<file path="src/rtl/port_routing_sync_regs.svh">
// register offsets, reset values and widths of the port routing block
// assumes: included by the package and by the design modules
`ifndef PORT_ROUTING_SYNC_REGS_SVH
`define PORT_ROUTING_SYNC_REGS_SVH

// widths: 8 data pins, 4 dynamic enable lines, 8-bit register port
`define PRS_PINS       8
`define PRS_OE_LINES   4
`define PRS_ADDR_W     8
`define PRS_DATA_W     8

// register offsets
`define PRS_OFF_PIPE   8'h00
`define PRS_OFF_SYNC   8'h01
`define PRS_OFF_MODE   8'h02
`define PRS_OFF_SRC    8'h03
`define PRS_OFF_STAT   8'h04
`define PRS_OFF_PINS   8'h05
`define PRS_OFF_DRIVE  8'h06

// reset values
`define PRS_RST_PIPE   8'h00
`define PRS_RST_SYNC   8'hFF
`define PRS_RST_MODE   2'h0
`define PRS_RST_SRC    8'h00
`define PRS_RST_STAT   8'h00

// mode field position in the mode register
`define PRS_MODE_LSB   0
`define PRS_MODE_MSB   1

`endif

</file>
<file path="src/rtl/port_routing_pkg.sv">
// types shared by the port routing block and its per-pin path cell
// assumes: the constants header sits beside this file
`include "port_routing_sync_regs.svh"

package port_routing_pkg;

  // per-pin path choice: register stage on output, synchroniser on input
  typedef struct packed {
    logic pipe_en;
    logic sync_en;
  } pin_path_t;

  // how the four dynamic enable lines are spread over the eight pins
  typedef enum logic [1:0] {
    OE_ALL    = 2'h0,
    OE_HALF   = 2'h1,
    OE_PAIR   = 2'h2,
    OE_SINGLE = 2'h3
  } oe_group_t;

endpackage : port_routing_pkg

</file>
<file path="src/rtl/pin_path_cell.sv">
// one pin: optional output register stage, optional two-flop input sync
// assumes: all flops on the system clock; pin input is asynchronous
`timescale 1ns/1ps
`include "port_routing_sync_regs.svh"

module pin_path_cell (
  input  wire logic                       i_core_clk,
  input  wire logic                       i_reset_n,
  input  wire port_routing_pkg::pin_path_t i_path,
  input  wire logic                       i_drive,
  input  wire logic                       i_oe,
  input  wire logic                       i_pin,
  output logic                            o_pin_out,
  output logic                            o_pin_oe_n,
  output logic                            o_route_in,
  output logic                            o_pin_synced
);

  logic out_ff;
  logic oe_ff;
  logic meta_ff;
  logic sync_ff;

  // every stage on the system clock, never a local one
  always_ff @(posedge i_core_clk or negedge i_reset_n) begin
    if (!i_reset_n) begin
      out_ff  <= 1'h0;
      oe_ff   <= 1'h0;
      meta_ff <= 1'h0;
      sync_ff <= 1'h0;
    end else begin
      out_ff  <= i_drive;
      oe_ff   <= i_oe;    // enable delayed too so it stays aligned with data
      meta_ff <= i_pin;
      sync_ff <= meta_ff;
    end
  end

  // output: registered or straight through; enable is active low at the pin
  assign o_pin_out  = i_path.pipe_en ? out_ff : i_drive;
  assign o_pin_oe_n = ~(i_path.pipe_en ? oe_ff : i_oe);
  // input stays live while the driver is off; bypass is asynchronous
  assign o_route_in   = i_path.sync_en ? sync_ff : i_pin;
  assign o_pin_synced = sync_ff;
endmodule : pin_path_cell

</file>
<file path="src/rtl/port_routing_sync.sv">
// port routing block: one 8-bit port joined to the routing fabric
// assumes: register master on i_core_clk, strobes one cycle, never both;
// routing inputs come from logic on the same clock, pins are asynchronous
//
// Design decisions made here: the address-and-strobe port and the address map.
`timescale 1ns/1ps
`include "port_routing_sync_regs.svh"

module port_routing_sync (
  input  wire logic [`PRS_ADDR_W-1:0]   i_addr,
  input  wire logic                     i_core_clk,
  input  wire logic                     i_reset_n,
  input  wire logic [`PRS_DATA_W-1:0]   i_wr_data,
  input  wire logic                     i_wr_en,
  input  wire logic                     i_rd_en,
  output logic      [`PRS_DATA_W-1:0]   o_rd_data,
  input  wire logic [`PRS_PINS-1:0]     i_route_data_out,
  input  wire logic [`PRS_OE_LINES-1:0] i_route_oe,
  output logic      [`PRS_PINS-1:0]     o_route_data_in,
  input  wire logic [`PRS_PINS-1:0]     i_pin_in,
  output logic      [`PRS_PINS-1:0]     o_pin_out,
  output logic      [`PRS_PINS-1:0]     o_pin_oe_n
);

  // configuration registers
  logic [`PRS_PINS-1:0]            pipe_sel_ff;
  logic [`PRS_PINS-1:0]            sync_sel_ff;
  port_routing_pkg::oe_group_t     oe_mode_ff;
  logic [`PRS_PINS-1:0]            oe_src_ff;
  logic [`PRS_PINS-1:0]            static_oe_ff;
  logic [`PRS_DATA_W-1:0]          rd_data_ff;

  logic [`PRS_PINS-1:0]            nxt_pipe_sel;
  logic [`PRS_PINS-1:0]            nxt_sync_sel;
  port_routing_pkg::oe_group_t     nxt_oe_mode;
  logic [`PRS_PINS-1:0]            nxt_oe_src;
  logic [`PRS_PINS-1:0]            nxt_static_oe;
  logic [`PRS_DATA_W-1:0]          nxt_rd_data;

  // address decode
  logic hit_pipe;
  logic hit_sync;
  logic hit_mode;
  logic hit_src;
  logic hit_stat;
  logic hit_pins;
  logic hit_drive;

  assign hit_pipe  = (i_addr == `PRS_OFF_PIPE);
  assign hit_sync  = (i_addr == `PRS_OFF_SYNC);
  assign hit_mode  = (i_addr == `PRS_OFF_MODE);
  assign hit_src   = (i_addr == `PRS_OFF_SRC);
  assign hit_stat  = (i_addr == `PRS_OFF_STAT);
  assign hit_pins  = (i_addr == `PRS_OFF_PINS);
  assign hit_drive = (i_addr == `PRS_OFF_DRIVE);

  // per-pin state; only pin_sync is seen by the read path
  logic [`PRS_PINS-1:0] pin_sync;   // always the synchronised copy
  logic [`PRS_PINS-1:0] pin_oe;     // enable as chosen, before any stage
  logic [`PRS_PINS-1:0] dyn_oe;     // enable from the dynamic lines

  // next values of the writable registers; a write only lands on a hit
  assign nxt_pipe_sel  = (i_wr_en && hit_pipe) ? i_wr_data : pipe_sel_ff;
  assign nxt_sync_sel  = (i_wr_en && hit_sync) ? i_wr_data : sync_sel_ff;
  assign nxt_oe_src    = (i_wr_en && hit_src)  ? i_wr_data : oe_src_ff;
  assign nxt_static_oe = (i_wr_en && hit_stat) ? i_wr_data : static_oe_ff;
  assign nxt_oe_mode   = (i_wr_en && hit_mode) ?
    port_routing_pkg::oe_group_t'(i_wr_data[`PRS_MODE_MSB:`PRS_MODE_LSB]) :
    oe_mode_ff;

  // read mux; the processor only ever sees synchronised pin levels,
  // so the raw bypass can never leak a metastable bit onto the bus
  assign nxt_rd_data =
    !i_rd_en  ? 8'h00 :
    hit_pipe  ? pipe_sel_ff :
    hit_sync  ? sync_sel_ff :
    hit_mode  ? {6'h00, oe_mode_ff} :
    hit_src   ? oe_src_ff :
    hit_stat  ? static_oe_ff :
    hit_pins  ? pin_sync :
    hit_drive ? ~o_pin_oe_n :
                8'h00;

  // register file; read data stands only in the cycle after the strobe
  always_ff @(posedge i_core_clk or negedge i_reset_n) begin
    if (!i_reset_n) begin
      pipe_sel_ff  <= `PRS_RST_PIPE;
      sync_sel_ff  <= `PRS_RST_SYNC;
      oe_mode_ff   <= port_routing_pkg::oe_group_t'(`PRS_RST_MODE);
      oe_src_ff    <= `PRS_RST_SRC;
      static_oe_ff <= `PRS_RST_STAT;
      rd_data_ff   <= 8'h00;
    end else begin
      pipe_sel_ff  <= nxt_pipe_sel;
      sync_sel_ff  <= nxt_sync_sel;
      oe_mode_ff   <= nxt_oe_mode;
      oe_src_ff    <= nxt_oe_src;
      static_oe_ff <= nxt_static_oe;
      rd_data_ff   <= nxt_rd_data;
    end
  end

  assign o_rd_data = rd_data_ff;

  // per-pin enable spread and path cells
  // in single mode only pins 0..3 own a line; pins 4..7 then fall back
  // to their static enable, the price of having just four lines
  genvar gi;
  generate
    for (gi = 0; gi < `PRS_PINS; gi++) begin : g_pin
      port_routing_pkg::pin_path_t path;

      // one assignment fills the whole struct, so it has a single driver
      assign path = '{pipe_en: pipe_sel_ff[gi], sync_en: sync_sel_ff[gi]};

      // four lines spread as one gang, two halves, four pairs or singles
      if (gi < `PRS_OE_LINES) begin : g_own
        assign dyn_oe[gi] =
          (oe_mode_ff == port_routing_pkg::OE_ALL)  ? i_route_oe[0] :
          (oe_mode_ff == port_routing_pkg::OE_HALF) ? i_route_oe[gi/4] :
          (oe_mode_ff == port_routing_pkg::OE_PAIR) ? i_route_oe[gi/2] :
                                                      i_route_oe[gi];
        assign pin_oe[gi] = oe_src_ff[gi] ? dyn_oe[gi] : static_oe_ff[gi];
      end else begin : g_shared
        assign dyn_oe[gi] =
          (oe_mode_ff == port_routing_pkg::OE_ALL)  ? i_route_oe[0] :
          (oe_mode_ff == port_routing_pkg::OE_HALF) ? i_route_oe[gi/4] :
          (oe_mode_ff == port_routing_pkg::OE_PAIR) ? i_route_oe[gi/2] :
                                                      static_oe_ff[gi];
        assign pin_oe[gi] = oe_src_ff[gi] ? dyn_oe[gi] : static_oe_ff[gi];
      end

      // routed data joins the chosen enable into one tri-state pin
      pin_path_cell u_cell (
        .i_core_clk   (i_core_clk),
        .i_reset_n    (i_reset_n),
        .i_path       (path),
        .i_drive      (i_route_data_out[gi]),
        .i_oe         (pin_oe[gi]),
        .i_pin        (i_pin_in[gi]),
        .o_pin_out    (o_pin_out[gi]),
        .o_pin_oe_n   (o_pin_oe_n[gi]),
        .o_route_in   (o_route_data_in[gi]),
        .o_pin_synced (pin_sync[gi])
      );
    end
  endgenerate
endmodule : port_routing_sync

</file>
<file path="config.mk">
export PLATFORM = sky130hd
export DESIGN_NAME = port_routing_sync
export DESIGN_NICKNAME = d
export VERILOG_FILES = /design/src/rtl/port_routing_pkg.sv /design/src/rtl/pin_path_cell.sv /design/src/rtl/port_routing_sync.sv
export VERILOG_INCLUDE_DIRS = /design/src /design/src/rtl
export SDC_FILE = /design/constraint.sdc
export NUM_CORES = 1
export LEC_CHECK = 0
export ABC_AREA = 1
export BUFFER_PORTS_ARGS = -buffer_cell sky130_fd_sc_hd__buf_2
export CAP_MARGIN = 20
export CELL_PAD_IN_SITES_DETAIL_PLACEMENT = 1
export CELL_PAD_IN_SITES_GLOBAL_PLACEMENT = 1
export CORE_ASPECT_RATIO = 1.2
export CORE_MARGIN = 4
export CORE_UTILIZATION = 25
export CTS_CLUSTER_DIAMETER = 60
export DETAILED_ROUTE_END_ITERATION = 12
export PLACE_DENSITY_LB_ADDON = 0.1
export SKIP_LAST_GASP = 1
export SYNTH_ARGS = -nofsm -noshare
export SYNTH_HDL_FRONTEND = slang
export SYNTH_HIERARCHICAL = 1
export SYNTH_SLANG_ARGS = --single-unit
</file>
<file path="constraint.sdc">
create_clock -name i_core_clk -period 1.6 [get_ports i_core_clk]
set_input_delay 0.32 -clock i_core_clk [delete_from_list [all_inputs] [get_ports i_core_clk]]
set_output_delay 0.32 -clock i_core_clk [all_outputs]
set_load 0.01 [all_outputs]
</file>
# Yosys cells after proc, flatten, opt, wreduce, memory -nomap -nowiden
# Index checks and enable logic that the tools add are counted.
# totals
register_bits,74
in_bits,40
output_inout_bits,32
elab_cells,123
# classes
n_eq_ne,8
muxes,61
bitwise_logic,9
reduce_logical,7
# op_table
operator,count
8-bit 2-to-1 mux,8
1-bit 2-to-1 mux,53
"8-bit by 3-bit == test with 1-bit output, second input constant",3
"8-bit by 2-bit == test with 1-bit output, second input constant",2
"8-bit by 1-bit == test with 1-bit output, second input constant",1
8-bit logical NOT,1
1-bit inverter,8
8-bit inverter,1
1-bit logical AND,5
"2-bit by 1-bit == test with 1-bit output, second input constant",1
"2-bit == test, second input constant",1
2-bit logical NOT,1

# Logic depth before layout (Yosys ltp)
# Gate-level depths: netlist of the first run.
# depth
ltp_word,16
mapped_depth,12
mapped_depth_nobuf,12

# Cells and area by module
# Netlist of the first run, hierarchy kept.
# modules_own_cells
module,n_inst,cells_per_inst,area_per_inst_um2,seq_area_each_um2
port_routing_sync,1,271,2257.2,1061.0
pin_path_cell,8,17,148.9,100.1

# Least setup slack after synthesis of the first run
# OpenSTA, ideal clock, no wires.
# synth_path
kind,reg2reg
from,register oe_mode_ff[1]
to,"register rd_data_ff[7], in the netlist o_rd_data[7]"
setup_ns,0.126
t_arrival_ns,1.383
required_ns,1.474
slack_ns,0.091
stages_incl_launch_ff,11
n_path_buf,0
synth_period_minus_slack_ns,1.509
cell_sequence,dfrtp_1 inv_1 nor2_1 a211oi_1 o21ai_0 inv_1 nand2_1 nand2_1 o21ai_0 o21ai_0 a21oi_1
# synth_between
elab_chain_len,16
word_cells_on_any_way,18
classes_between,eq/ne: 2; mux: 13; bitwise: 2; reduce/logical: 1
# synth_rtl
element,line_no,text
"start, declared",port_routing_sync.sv:28,port_routing_pkg::oe_group_t oe_mode_ff;
"start signal, assigned",port_routing_sync.sv:89,oe_mode_ff <= port_routing_pkg::oe_group_t'(`PRS_RST_MODE);
"start signal, assigned",port_routing_sync.sv:96,oe_mode_ff <= nxt_oe_mode;
2-bit == test,port_routing_sync.sv:128,(oe_mode_ff == port_routing_pkg::OE_PAIR) ? i_route_oe[gi/2] :
1-bit 2-to-1 mux,port_routing_sync.sv:128,
1-bit 2-to-1 mux,port_routing_sync.sv:127,(oe_mode_ff == port_routing_pkg::OE_HALF) ? i_route_oe[gi/4] :
1-bit 2-to-1 mux *,port_routing_sync.sv:126,(oe_mode_ff == port_routing_pkg::OE_ALL) ? i_route_oe[0] :
1-bit 2-to-1 mux *,port_routing_sync.sv:130,assign pin_oe[gi] = oe_src_ff[gi] ? dyn_oe[gi] : static_oe_ff[gi];
net pin_oe[7],port_routing_sync.sv:59,logic [`PRS_PINS-1:0] pin_oe;
1-bit 2-to-1 mux *,pin_path_cell.sv:41,assign o_pin_oe_n = ~(i_path.pipe_en ? oe_ff : i_oe);
1-bit inverter *,pin_path_cell.sv:41,
net o_pin_oe_n[7],port_routing_sync.sv:22,output logic [`PRS_PINS-1:0] o_pin_oe_n
[2 not listed],--,
8-bit 2-to-1 mux *,port_routing_sync.sv:80,hit_pins ? pin_sync :
8-bit 2-to-1 mux *,port_routing_sync.sv:79,hit_stat ? static_oe_ff :
8-bit 2-to-1 mux *,port_routing_sync.sv:78,hit_src ? oe_src_ff :
8-bit 2-to-1 mux *,port_routing_sync.sv:77,"hit_mode ? {6'h00, oe_mode_ff} :"
8-bit 2-to-1 mux *,port_routing_sync.sv:76,hit_sync ? sync_sel_ff :
8-bit 2-to-1 mux *,port_routing_sync.sv:75,hit_pipe ? pipe_sel_ff :
8-bit 2-to-1 mux *,port_routing_sync.sv:74,!i_rd_en ? 8'h00 :
net nxt_rd_data[7],port_routing_sync.sv:38,logic [`PRS_DATA_W-1:0] nxt_rd_data;
"end signal, assigned",port_routing_sync.sv:99,rd_data_ff <= nxt_rd_data;
"end, declared",port_routing_sync.sv:31,logic [`PRS_DATA_W-1:0] rd_data_ff;
# Mark *: on every way through the listed nets, which the timed path passes. The rest lies on a longest branch.
# A chain may end at the register's enable or synchronous reset.

# Final worst setup path of the first run
# layout_path
from,register oe_mode_ff[1]
to,output o_pin_oe_n[7]
# layout_between
elab_chain_len,7
word_cells_on_any_way,9
classes_between,eq/ne: 2; mux: 5; bitwise: 1; reduce/logical: 1
# layout_rtl
element,line_no
2-bit == test,port_routing_sync.sv:128
1-bit 2-to-1 mux,port_routing_sync.sv:128
1-bit 2-to-1 mux,port_routing_sync.sv:127
1-bit 2-to-1 mux *,port_routing_sync.sv:126
1-bit 2-to-1 mux *,port_routing_sync.sv:130
net pin_oe[7],port_routing_sync.sv:59
1-bit 2-to-1 mux *,pin_path_cell.sv:41
1-bit inverter *,pin_path_cell.sv:41
"end, declared",port_routing_sync.sv:22
# Marks and branches as above.

==> flow_summary.rst, run 1 <==
.. list-table::
   :header-rows: 1

   * - Metric
     - Value
   * - Clk sinks
     - 74
   * - Die Footprint
     - 15740 um^2
   * - Share of the clock period used by the worst path after layout
     - 1.286
   * - Path type of the worst min-delay path
     - in2reg
   * - Maximum resistive drop on vdd
     - between 0.0004 and 0.0005 V
   * - Boundary pin count
     - 72
   * - Cell type group with the largest total delay on the critical path
     - flip-flops
   * - Horiz. Die Dim
     - 115.2 um
   * - Leading cell type by number of instances after synthesis
     - sky130_fd_sc_hd__nand2_1
   * - Number of antenna violations at the first check in global routing
     - 0
   * - CTS tree
     - built
   * - Insertion delay to the later sink of the worst-skew pair
     - 0.34 ns
   * - Worst-case setup margin in the final layout
     - -0.4579 ns
   * - Post-synthesis average cell area
     - roughly 8.5 um^2
   * - Count of input and output buffers
     - 71
   * - Global-route congestion overflow total
     - 0
   * - Cell count after synthesis
     - between 400 and 500
   * - Pwr dens
     - roughly 950 nW/um^2
   * - Via/cell ratio
     - roughly 4.5
   * - Seq cells post-synth
     - 74
   * - # fillers
     - between 1500 and 2000
   * - Via count of the first global-routing pass
     - between 3000 and 4000
   * - Crit path DAT
     - 1.74 ns
   * - List of most frequent post-synthesis cells
     - sky130_fd_sc_hd__nand2_1 (129), sky130_fd_sc_hd__dfrtp_1 (66), sky130_fd_sc_hd__inv_1 (52)
   * - Yosys synthesis warning count
     - 6
   * - Clock slew at the register clock pins of the worst setup and hold paths
     - 0.06 ns
   * - Crit Path Max Fanout
     - 5
   * - Final Slew Violations
     - 0
   * - CP cell instances
     - inv_2 > and3_4 > a211oi_2 > buf_4 > o21ai_4 > inv_1 > nand2_1 > nand2_2 > buf_6
   * - Ant. Diodes
     - 0
   * - DRC violations left
     - 0
   * - Global-route usage over all layers
     - 0.1511
   * - Place WS
     - -0.2766 ns
   * - RSZ-0062 raised after global routing
     - yes
   * - Number of core rows
     - 46
   * - First-pass GRT wire length
     - roughly 18000 um
   * - Num CTS Buffers
     - 9
   * - Vias post-DR
     - about 3100
   * - Initial DRT Pass Iterations
     - 4
   * - Hold Fails Final Rpt
     - 0
   * - ANT nets after route
     - 0
   * - Met1 global-route usage
     - 0.2001
   * - Crit Path Category
     - reg2out
   * - Met3 Resource Use GR
     - 0.03317
   * - Unique masters post-synth
     - 29
   * - Synth area leaders
     - sky130_fd_sc_hd__dfrtp_1 (48%), sky130_fd_sc_hd__nand2_1 (14%), sky130_fd_sc_hd__dfstp_2 (6.1%), sky130_fd_sc_hd__inv_1 (5.7%), sky130_fd_sc_hd__o21ai_0 (4.9%)
   * - Area used by multi-input combinational logic
     - 1463 um^2
   * - Die extent in y
     - about 140 um
   * - Maximum number of pins on one net before global-route repair
     - 37
   * - Average wire per standard cell
     - 16.02 um
   * - CP peak stage delay
     - between 0.4 and 0.5 ns
   * - Most Used Layer, Global Route
     - met2
   * - Data required, critical path
     - 1.28 ns
   * - Post-route minimum period
     - about 2.1 ns
   * - Violated checks
     - negative setup slack
   * - # setup viols final
     - 13
   * - HP Start
     - i_route_data_out[5]
   * - CORE AREA
     - 13350 um^2
   * - Share of the synthesized area in the top cell type
     - 0.4790
   * - Final-layout setup total negative slack
     - -3.668 ns
   * - Register area share after synthesis
     - 0.5399
   * - Most area-hungry cell type in the Yosys netlist
     - sky130_fd_sc_hd__dfrtp_1
   * - Reported leakage power
     - about 0.0023 uW
   * - Fraction of final layout cells with drive strength greater than 1
     - 0.3845
   * - Clock tree root driver cell
     - sky130_fd_sc_hd__clkbuf_16
   * - Final instance area
     - around 4800 um^2
   * - Max-cap violation count
     - 0
   * - GP Congestion
     - between 0.7 and 0.8
   * - Highest Clock Rate
     - a little under 500 MHz
   * - Net count after synthesis
     - 447
   * - Transition at the pin with the smallest max-transition slack
     - about 0.33 ns
   * - Number of flops mapped to enable cells by yosys
     - 0
   * - First DRT Iteration DRCs
     - just over 100
   * - Library cell contributing the largest single delay on the critical path
     - sky130_fd_sc_hd__dfrtp_2
   * - Final routed wirelength across all metal layers
     - approximately 11000 um
   * - Sum of buffers and inverters on the critical path
     - 4
   * - GRT met2 Usage
     - 0.2439
   * - Worst-case clock skew
     - around 0.0074 ns
   * - H-tree depth reported by CTS
     - 3
   * - Layout Area Growth over Synthesis
     - 38.39%
   * - Result of the run
     - finished, violations left
   * - Post-synthesis instance area
     - 3448 um^2
   * - Number of buffers on the longest clock path
     - 2
   * - Initial Utilization
     - 0.2582
   * - HPWL after detailed placement
     - 8058 um
   * - Net total in the final layout
     - 563
   * - Hold WS
     - roughly 0.097 ns
   * - Critical Path Source Type
     - flip-flop
   * - Most used flip-flop cell after synthesis
     - sky130_fd_sc_hd__dfrtp_1
   * - Beginning of the worst register-to-register path
     - oe_mode_ff[1]
   * - Worst-case headroom to the max-slew limit
     - 0.7773
   * - Worst Setup SP
     - oe_mode_ff[1]
   * - Cell area after placement
     - 4205 um^2
   * - Worst setup EP type
     - primary output
   * - Post-synth ARST share
     - 1.000
   * - Sequential cell area in the final layout
     - approximately 1900 um^2
-- power by group --
group / leakage, uW / switching [uW] / total, uW / internal, uW
clock: 0.000140 / 767 / 1950 / 1180
combinational: 0.00124 / 312 / 545 / 234
sequential: 0.000939 / 63.6 / 2030 / 1970
-- routing by layer --
| layer | vias up | share of wire |
|---|---|---|
| met5 | - | 0 |
| met4 | 0 | 0.017 |
| met3 | 15 | 0.051 |
| met2 | 65 | 0.48 |
| met1 | 1511 | 0.45 |
| li1 | 1529 | - |
-- cell type report --
| type | instances | share of cell area |
|---|---|---|
| clock buffer | 15 | 0.05821 |
| clock inverter | 1 | 0.001835 |
| inverter | 58 | 0.04615 |
| multi-input combinational | 269 | 0.3065 |
| sequential | 74 | 0.3907 |
| tap | 168 | 0.04405 |
| timing repair buffer | 111 | 0.1526 |
-- cells in the final DEF, fill, tap and decap left out, types with 6 or more instances in the layout --
| cell | count |
|---|---|
| sky130_fd_sc_hd__nand2_1 | 122 |
| sky130_fd_sc_hd__buf_2 | 67 |
| sky130_fd_sc_hd__dfrtp_1 | 64 |
| sky130_fd_sc_hd__inv_1 | 47 |
| sky130_fd_sc_hd__buf_4 | 34 |
| sky130_fd_sc_hd__o21ai_2 | 27 |
| sky130_fd_sc_hd__o21ai_0 | 20 |
| sky130_fd_sc_hd__nand3_1 | 16 |
| sky130_fd_sc_hd__nand2_2 | 15 |
| sky130_fd_sc_hd__a21oi_1 | 15 |
| sky130_fd_sc_hd__nor2_1 | 14 |
| sky130_fd_sc_hd__o21ai_1 | 14 |
| sky130_fd_sc_hd__inv_2 | 10 |
| sky130_fd_sc_hd__clkbuf_16 | 9 |
| sky130_fd_sc_hd__dfstp_2 | 8 |
| sky130_fd_sc_hd__buf_6 | 6 |
-- cells by family (layout without fill, tap and decap cells) --
group                  after synthesis  count (layout)  share of synthesized area
AOI/OAI and AO/OA                   86              86                     0.1477
buffers and inverters               64             185                    0.07801
DFF                                 74              74                     0.5399
and+or+nand+nor                    183             183                     0.2344
-- state kept, by name (all words and copies together) (netlist names) --
| signal | count |
|---|---|
| g_pin.u_cell/meta_ff | 8 |
| g_pin.u_cell/o_pin_synced | 8 |
| g_pin.u_cell/oe_ff | 8 |
| g_pin.u_cell/out_ff | 8 |
| o_rd_data | 8 |
| oe_src_ff | 8 |
| pipe_sel_ff | 8 |
| static_oe_ff | 8 |
| sync_sel_ff | 8 |
| oe_mode_ff | 2 |
-- repair_timing --
item / in CTS / in global routing
hold buffers: 1 / 0
pin swaps: 6 / 15
hold endpoints to repair: 14 / 0
gates cloned: 0 / 0
buffers inserted: 7 / 6
resized for setup: 29 / 32
setup endpoints to repair: 15 / 15
-- stage by stage --
stage	total power [uW]	cells	util
2_1_floorplan	2263	407	-
3_3_place_gp	2505	667	0.3149
3_5_place_dp	2516	667	0.3149
4_1_cts	4538	691	0.3466
5_1_grt	4761	696	0.3574
6_report	4528	696	0.3574
-- path summary, 6_finish.rpt --
| path | endpoint | slack (ns) | cells past startpoint |
|---|---|---|---|
| setup / recovery | o_pin_oe_n[7] | -0.46 | 9 |
| hold / removal | g_pin[5].u_cell/out_ff | 0.1 | 1 |
| setup reg to reg | o_rd_data[3] | -0.15 | 13 |
| hold reg to reg | g_pin[1].u_cell/o_pin_synced | 0.35 | 0 |
| max in group asynchronous | sync_sel_ff[4] | 0.63 | 3 |
| min in group asynchronous | o_rd_data[0] | 0.40 | 2 |
Power figures use the tool's default switching activity.
==> run 2: changes to the inputs <==
CORE_ASPECT_RATIO = 1.4   (was 1.2)
==> flow_summary.rst, run 2 (same netlist as run 1, synthesis figures left out) <==
.. list-table::
   :header-rows: 1

   * - Metric
     - Value
   * - Clock tree root driver cell
     - sky130_fd_sc_hd__clkbuf_16
   * - RSZ-0062 raised after global routing
     - yes
   * - Final cell count without fillers
     - between 700 and 800
   * - Average wire per standard cell
     - roughly 16 um
   * - Final-layout setup total negative slack
     - -3.935 ns
   * - Worst-case clock skew
     - around 0.0077 ns
   * - Crit Path Category
     - reg2out
   * - Quantity of hold-fixing buffers added after cts
     - 0
   * - Share of the clock period used by the worst path after layout
     - 1.283
   * - Num CTS Buffers
     - 9
   * - Worst-case setup margin in the final layout
     - -0.4528 ns
   * - Number of buffers on the longest clock path
     - 2
   * - Initial Utilization
     - 0.2564
   * - Reported leakage power
     - between 0.002 and 0.0025 uW
   * - Share of the core filled with cells in the final layout
     - 0.3574
   * - Number of antenna violations at the first check in global routing
     - 0
   * - DRC violations left
     - 0
   * - Count of input and output buffers
     - 71
   * - Max-cap violation count
     - 0
   * - Cell area after placement
     - around 4200 um^2
   * - HPWL after detailed placement
     - around 8000 um
   * - Fraction of final layout cells with drive strength greater than 1
     - 0.3855
   * - H-tree depth reported by CTS
     - 3
   * - Maximum resistive drop on vdd
     - between 0.0003 and 0.0004 V
   * - ANT nets after route
     - 0
   * - CORE AREA
     - roughly 13000 um^2
   * - Maximum number of pins on one net before global-route repair
     - between 70 and 80
   * - Pwr dens
     - ~1000 nW/um^2
   * - Worst setup EP type
     - primary output
   * - Clk sinks
     - between 70 and 80
   * - Worst-case headroom to the max-slew limit
     - 0.7212
   * - Terminus of the critical flop-to-flop path
     - o_rd_data[7]
   * - Layout Area Growth over Synthesis
     - 39.40%
   * - Instance count after placement with tap cells included
     - approximately 700
   * - Boundary pin count
     - 72
   * - Global-route congestion overflow total
     - 0
   * - Insertion delay to the later sink of the worst-skew pair
     - ~0.34 ns
   * - Result of the run
     - finished, violations left
   * - Transition at the pin with the smallest max-transition slack
     - 0.4182 ns
   * - Hold WS
     - -0.005155 ns
   * - # fillers
     - approximately 1600
   * - Global-route usage over all layers
     - 0.1470
   * - Clock slew at the register clock pins of the worst setup and hold paths
     - 0.06 ns
   * - Violated checks
     - negative hold slack, negative setup slack
   * - Highest Clock Rate
     - between 400 and 500 MHz
   * - Internal reg-to-reg setup slack
     - -0.29 ns
   * - Net total in the final layout
     - 559
   * - Post-route minimum period
     - around 2.1 ns
   * - Beginning of the worst register-to-register path
     - oe_mode_ff[1]
   * - Total power draw
     - around 4800 uW
   * - Path type of the worst min-delay path
     - in2async
   * - CP Capture Point
     - o_pin_oe_n[5]
   * - Critical Path Source Type
     - flip-flop
   * - Data required, critical path
     - between 1 and 1.5 ns
   * - Via count of the first global-routing pass
     - between 3000 and 4000
   * - Depth of the worst register-to-register path
     - 12
   * - Die Footprint
     - 15760 um^2
   * - Hold Fails Final Rpt
     - 5
   * - First DRT Iteration DRCs
     - between 100 and 150
   * - Via/cell ratio
     - about 4.5
   * - Horiz. Die Dim
     - 107.3 um
   * - Number of core rows
     - 50
   * - # setup viols final
     - 14
   * - Crit path DAT
     - ~1.7 ns
   * - Worst Setup SP
     - oe_mode_ff[1]
   * - Final routed wirelength across all metal layers
     - 11130 um
   * - Commonest non-fill, non-tap cell in the layout
     - sky130_fd_sc_hd__nand2_1
   * - Vias post-DR
     - between 3000 and 4000
   * - CTS tree
     - built
   * - Commonest cells after routing, fill and taps aside
     - sky130_fd_sc_hd__nand2_1 (121), sky130_fd_sc_hd__buf_2 (66), sky130_fd_sc_hd__dfrtp_1 (64), sky130_fd_sc_hd__inv_1 (48), sky130_fd_sc_hd__buf_4 (35)
   * - Die extent in y
     - between 100 and 150 um
   * - First-pass GRT wire length
     - between 15000 and 20000 um
   * - GP Congestion
     - roughly 0.77
   * - Final instance area
     - between 4000 and 5000 um^2
   * - Final Slew Violations
     - 0
   * - Crit Path Max Fanout
     - 7
   * - Initial DRT Pass Iterations
     - 4
   * - Ant. Diodes
     - 0
[run 2: cell count changes in the layout (fill, tap and decap cells not counted), sizes merged]
cell,before,now
bufinv,0,2
dlygate4sd3,1,0
clkinv,1,0
buf,110,107
clkbuf,15,14
[run 2: final cells by class]
type | instances | area [um^2] | share of cell area
Tap cell | 182 | 227.7 | 0.04737
Multi-Input combinational cell | 269 | 1501 | 0.3123
Sequential cell | 74 | 1864 | 0.3878
Inverter | 58 | 220.2 | 0.04581
Clock inverter | 2 | 60.06 | 0.01249
Clock buffer | 14 | 264.0 | 0.05492
Timing Repair Buffer | 107 | 669.4 | 0.1393
[run 2: how the worst min path moves through the flow]
stage	end	slack, ns
after floorplan	g_pin[0].u_cell/meta_ff	0.02
after global placement	g_pin[7].u_cell/o_pin_synced	0.33
after detailed placement	g_pin[4].u_cell/o_pin_synced	0.34
after CTS	g_pin[1].u_cell/oe_ff	0.01
after global routing	g_pin[1].u_cell/oe_ff	0.03
final	g_pin[1].u_cell/o_pin_synced	-0.005
[run 2: timing repair]
action	4_1_cts	5_1_grt
pin swaps	15	24
resized for setup	37	29
setup endpoints to repair	15	15
buffers inserted	6	6
[run 2: per-stage QoR]
step	hold slack, ns	setup slack, ns
final	-0.005155	-0.4528
after global routing	0.02871	-0.5493
after CTS	0.009907	-0.5036
after detailed placement	0.3387	-0.4187
after global placement	0.3313	-0.3526
after floorplan	0.02441	0.09112
[run 2: metal layers]
layer | up-vias | routed length [um] | part of all wire | GRT usage
met2 | 72 | 5538 | 0.50 | 0.2393
met1 | 1544 | 4698 | 0.42 | 0.1856
met4 | 0 | 381 | 0.034 | 0.06910
met5 | - | 0 | 0 | 0
li1 | 1522 | - | - | -
met3 | 23 | 512 | 0.046 | 0.02945
[run 2: critical path: stages (launching register included)]
cell	delay, ns
sky130_fd_sc_hd__dfrtp_2	0.45
sky130_fd_sc_hd__buf_4	0.16
sky130_fd_sc_hd__nand2_2	0.07
sky130_fd_sc_hd__inv_4	0.06
sky130_fd_sc_hd__buf_4	0.15
sky130_fd_sc_hd__o21ai_4	0.14
sky130_fd_sc_hd__o21ai_4	0.08
sky130_fd_sc_hd__inv_1	0.06
sky130_fd_sc_hd__nand2_1	0.05
sky130_fd_sc_hd__nand2_2	0.08
sky130_fd_sc_hd__buf_6	0.10
[run 2: power by group]
group / internal, uW / switching (uW) / total, uW
Combinational: 240 / 318 / 558
Sequential: 1970 / 65.3 / 2030
Clock: 1450 / 777 / 2230
Total: 3660 / 1160 / 4820
==> run 3: changes to the inputs <==
clock period = 2.3 ns   (was 1.6 ns; I/O delays follow)
==> flow_summary.rst, run 3 (same netlist as run 1, synthesis figures left out) <==
.. list-table::
   :header-rows: 1

   * - Metric
     - Value
   * - # fillers
     - 1644
   * - Via count of the first global-routing pass
     - around 3300
   * - Via/cell ratio
     - 4.345
   * - Max-cap violation count
     - 0
   * - Reported leakage power
     - between 0.002 and 0.0025 uW
   * - Path type of the worst min-delay path
     - in2reg
   * - Power share of the combinational group
     - 0.107
   * - Maximum resistive drop on vdd
     - 0.0002743 V
   * - Insertion delay to the later sink of the worst-skew pair
     - 0.33 ns
   * - H-tree depth reported by CTS
     - 3
   * - Clock group share of total power
     - 0.436
   * - CTS tree
     - built
   * - First-pass GRT wire length
     - between 15000 and 20000 um
   * - Total power draw
     - 3088 uW
   * - Transition at the pin with the smallest max-transition slack
     - 0.4291 ns
   * - Cell area after placement
     - between 4000 and 5000 um^2
   * - Num CTS Buffers
     - 9
   * - Ant. Diodes
     - 0
   * - Amount of wire on met2 after detailed routing
     - around 5500 um
   * - Number of antenna violations at the first check in global routing
     - 0
   * - Cell type group with the largest total delay on the critical path
     - flip-flops
   * - Pwr dens
     - approximately 700 nW/um^2
   * - Crit Path Max Fanout
     - 5
   * - HPWL after detailed placement
     - 7815 um
   * - Met3 routed wirelength
     - 439 um
   * - DRC violations left
     - 0
   * - Fraction of final layout cells with drive strength greater than 1
     - 0.3228
   * - Boundary pin count
     - between 70 and 80
   * - Count of input and output buffers
     - 71
   * - Horiz. Die Dim
     - about 110 um
   * - Max Used Layer
     - met4
   * - Critical Path Source Type
     - flip-flop
   * - Final routed wirelength across all metal layers
     - around 11000 um
   * - Number of buffers on the longest clock path
     - 2
   * - Vias post-DR
     - a little under 3000
   * - Crit path DAT
     - around 1.8 ns
   * - Die extent in y
     - about 150 um
   * - Worst-case clock skew
     - 0.007585 ns
   * - Commonest non-fill, non-tap cell in the layout
     - sky130_fd_sc_hd__nand2_1
   * - Worst setup EP type
     - primary output
   * - First DRT Iteration DRCs
     - 61
   * - Switching Fraction
     - 0.2502
   * - Most prevalent standard cell on the critical path
     - sky130_fd_sc_hd__nand2_1
   * - Data required, critical path
     - around 1.8 ns
   * - Post-route minimum period
     - between 2 and 2.5 ns
   * - RSZ-0062 raised after global routing
     - yes
   * - Crit Path Category
     - reg2out
   * - Clock tree root driver cell
     - sky130_fd_sc_hd__clkbuf_16
   * - CP cell instances
     - inv_2 > nor2_4 > buf_6 > a211oi_4 > o21ai_2 > inv_1 > nand2_1 > nand2_1 > buf_2
   * - Share of the clock period used by the worst path after layout
     - 0.9709
   * - CORE AREA
     - ~13000 um^2
   * - Portion of total power attributed to sequential cells
     - 0.457
   * - Worst-case headroom to the max-slew limit
     - 0.7130
   * - Final instance area
     - between 4000 and 5000 um^2
   * - Share of the core filled with cells in the final layout
     - 0.3362
   * - Net total in the final layout
     - 540
   * - CP peak stage delay
     - between 0.4 and 0.5 ns
   * - Final Slew Violations
     - 0
   * - Hold WS
     - about 0.25 ns
   * - Cell-internal power
     - approximately 2300 uW
   * - Global-route usage over all layers
     - 0.1439
   * - Sum of buffers and inverters on the critical path
     - 4
   * - Layout Area Growth over Synthesis
     - 31.13%
   * - Highest Clock Rate
     - around 450 MHz
   * - Clock slew at the register clock pins of the worst setup and hold paths
     - around 0.060 ns
   * - Hold Fails Final Rpt
     - 0
   * - Average wire per standard cell
     - between 15 and 20 um
   * - Initial DRT Pass Iterations
     - 4
   * - Maximum number of pins on one net before global-route repair
     - 57
   * - Number of core rows
     - 50
   * - Global-route congestion overflow total
     - 0
   * - ANT nets after route
     - 0
   * - Length of routed wiring on met1
     - between 4000 and 5000 um
   * - Result of the run
     - complete, no violations
   * - Net load switching power
     - 772.6 uW
   * - # setup viols final
     - 0
   * - Die Footprint
     - around 16000 um^2
   * - Clk sinks
     - 74
   * - Initial Utilization
     - 0.2564
   * - Commonest cells after routing, fill and taps aside
     - sky130_fd_sc_hd__nand2_1 (128), sky130_fd_sc_hd__buf_2 (69), sky130_fd_sc_hd__dfrtp_1 (65), sky130_fd_sc_hd__inv_1 (49), sky130_fd_sc_hd__o21ai_0 (29)
   * - Library cell contributing the largest single delay on the critical path
     - sky130_fd_sc_hd__dfrtp_1
   * - GP Congestion
     - between 0.7 and 0.8
[run 3: through the flow]
step | instances | TNS [ns] | setup slack, ns
floorplan | 407 | 0 | 0.7067
global placement | 666 | 0 | 0.1310
detailed placement | 666 | 0 | 0.1162
CTS | 683 | -0.03427 | -0.02086
global route | 687 | -0.1420 | -0.05136
finish | 687 | 0 | 0.06696
[run 3: final timing paths]
check / from / end / depth (start not counted) / slack, ns
worst max-delay path: oe_mode_ff[1] / o_pin_oe_n[6] / 9 / 0.07
worst min-delay path: i_pin_in[1] / g_pin[1].u_cell/meta_ff / 1 / 0.25
worst max register to register: oe_mode_ff[1] / o_rd_data[7] / 12 / 0.42
worst min register to register: g_pin[6].u_cell/meta_ff / g_pin[6].u_cell/o_pin_synced / 0 / 0.35
max in group asynchronous: i_reset_n / sync_sel_ff[3] / 3 / 1.10
min in group asynchronous: i_reset_n / g_pin[1].u_cell/meta_ff / 2 / 0.55
[run 3: power groups by stage]
stage | clock [uW] | combinational, uW | sequential, uW
after floorplan | 0 | 154 | 1420
after CTS | 1400 | 309 | 1410
after detailed placement | 0 | 304 | 1430
final | 1350 | 330 | 1410
after global placement | 0 | 298 | 1430
after global routing | 1450 | 378 | 1420
[run 3: layout make-up]
class	count	area [um^2]	area share
Timing Repair Buffer	88	510.5	0.1129
Multi-Input combinational cell	269	1414	0.3127
Sequential cell	74	1863	0.4120
Tap cell	182	227.7	0.05036
Clock buffer	14	274.0	0.06060
Inverter	58	220.2	0.04870
Clock inverter	2	12.51	0.002767
[run 3: metal layers]
| layer | up-vias | GRT usage |
|---|---|---|
| met5 | - | 0 |
| met4 | 0 | 0.04543 |
| met3 | 10 | 0.03033 |
| met2 | 51 | 0.2450 |
| met1 | 1447 | 0.1811 |
| li1 | 1477 | - |
[run 3: worst reg2reg max path: cells and delay by family, from the launching register on]
kind / cells / cell delay (ns)
compound gates: 5 / 0.76
flops: 1 / 0.42
buf+inv: 4 / 0.39
simple gates: 3 / 0.20
[run 3: repair_timing]
action | CTS | global route
resized for setup | 3 | 28
cloned | 0 | 0
hold endpoints to repair | 4 | 0
pin swaps | 0 | 8
setup endpoints to repair | 3 | 7
hold buffers | 1 | 0
buffers inserted | 0 | 4
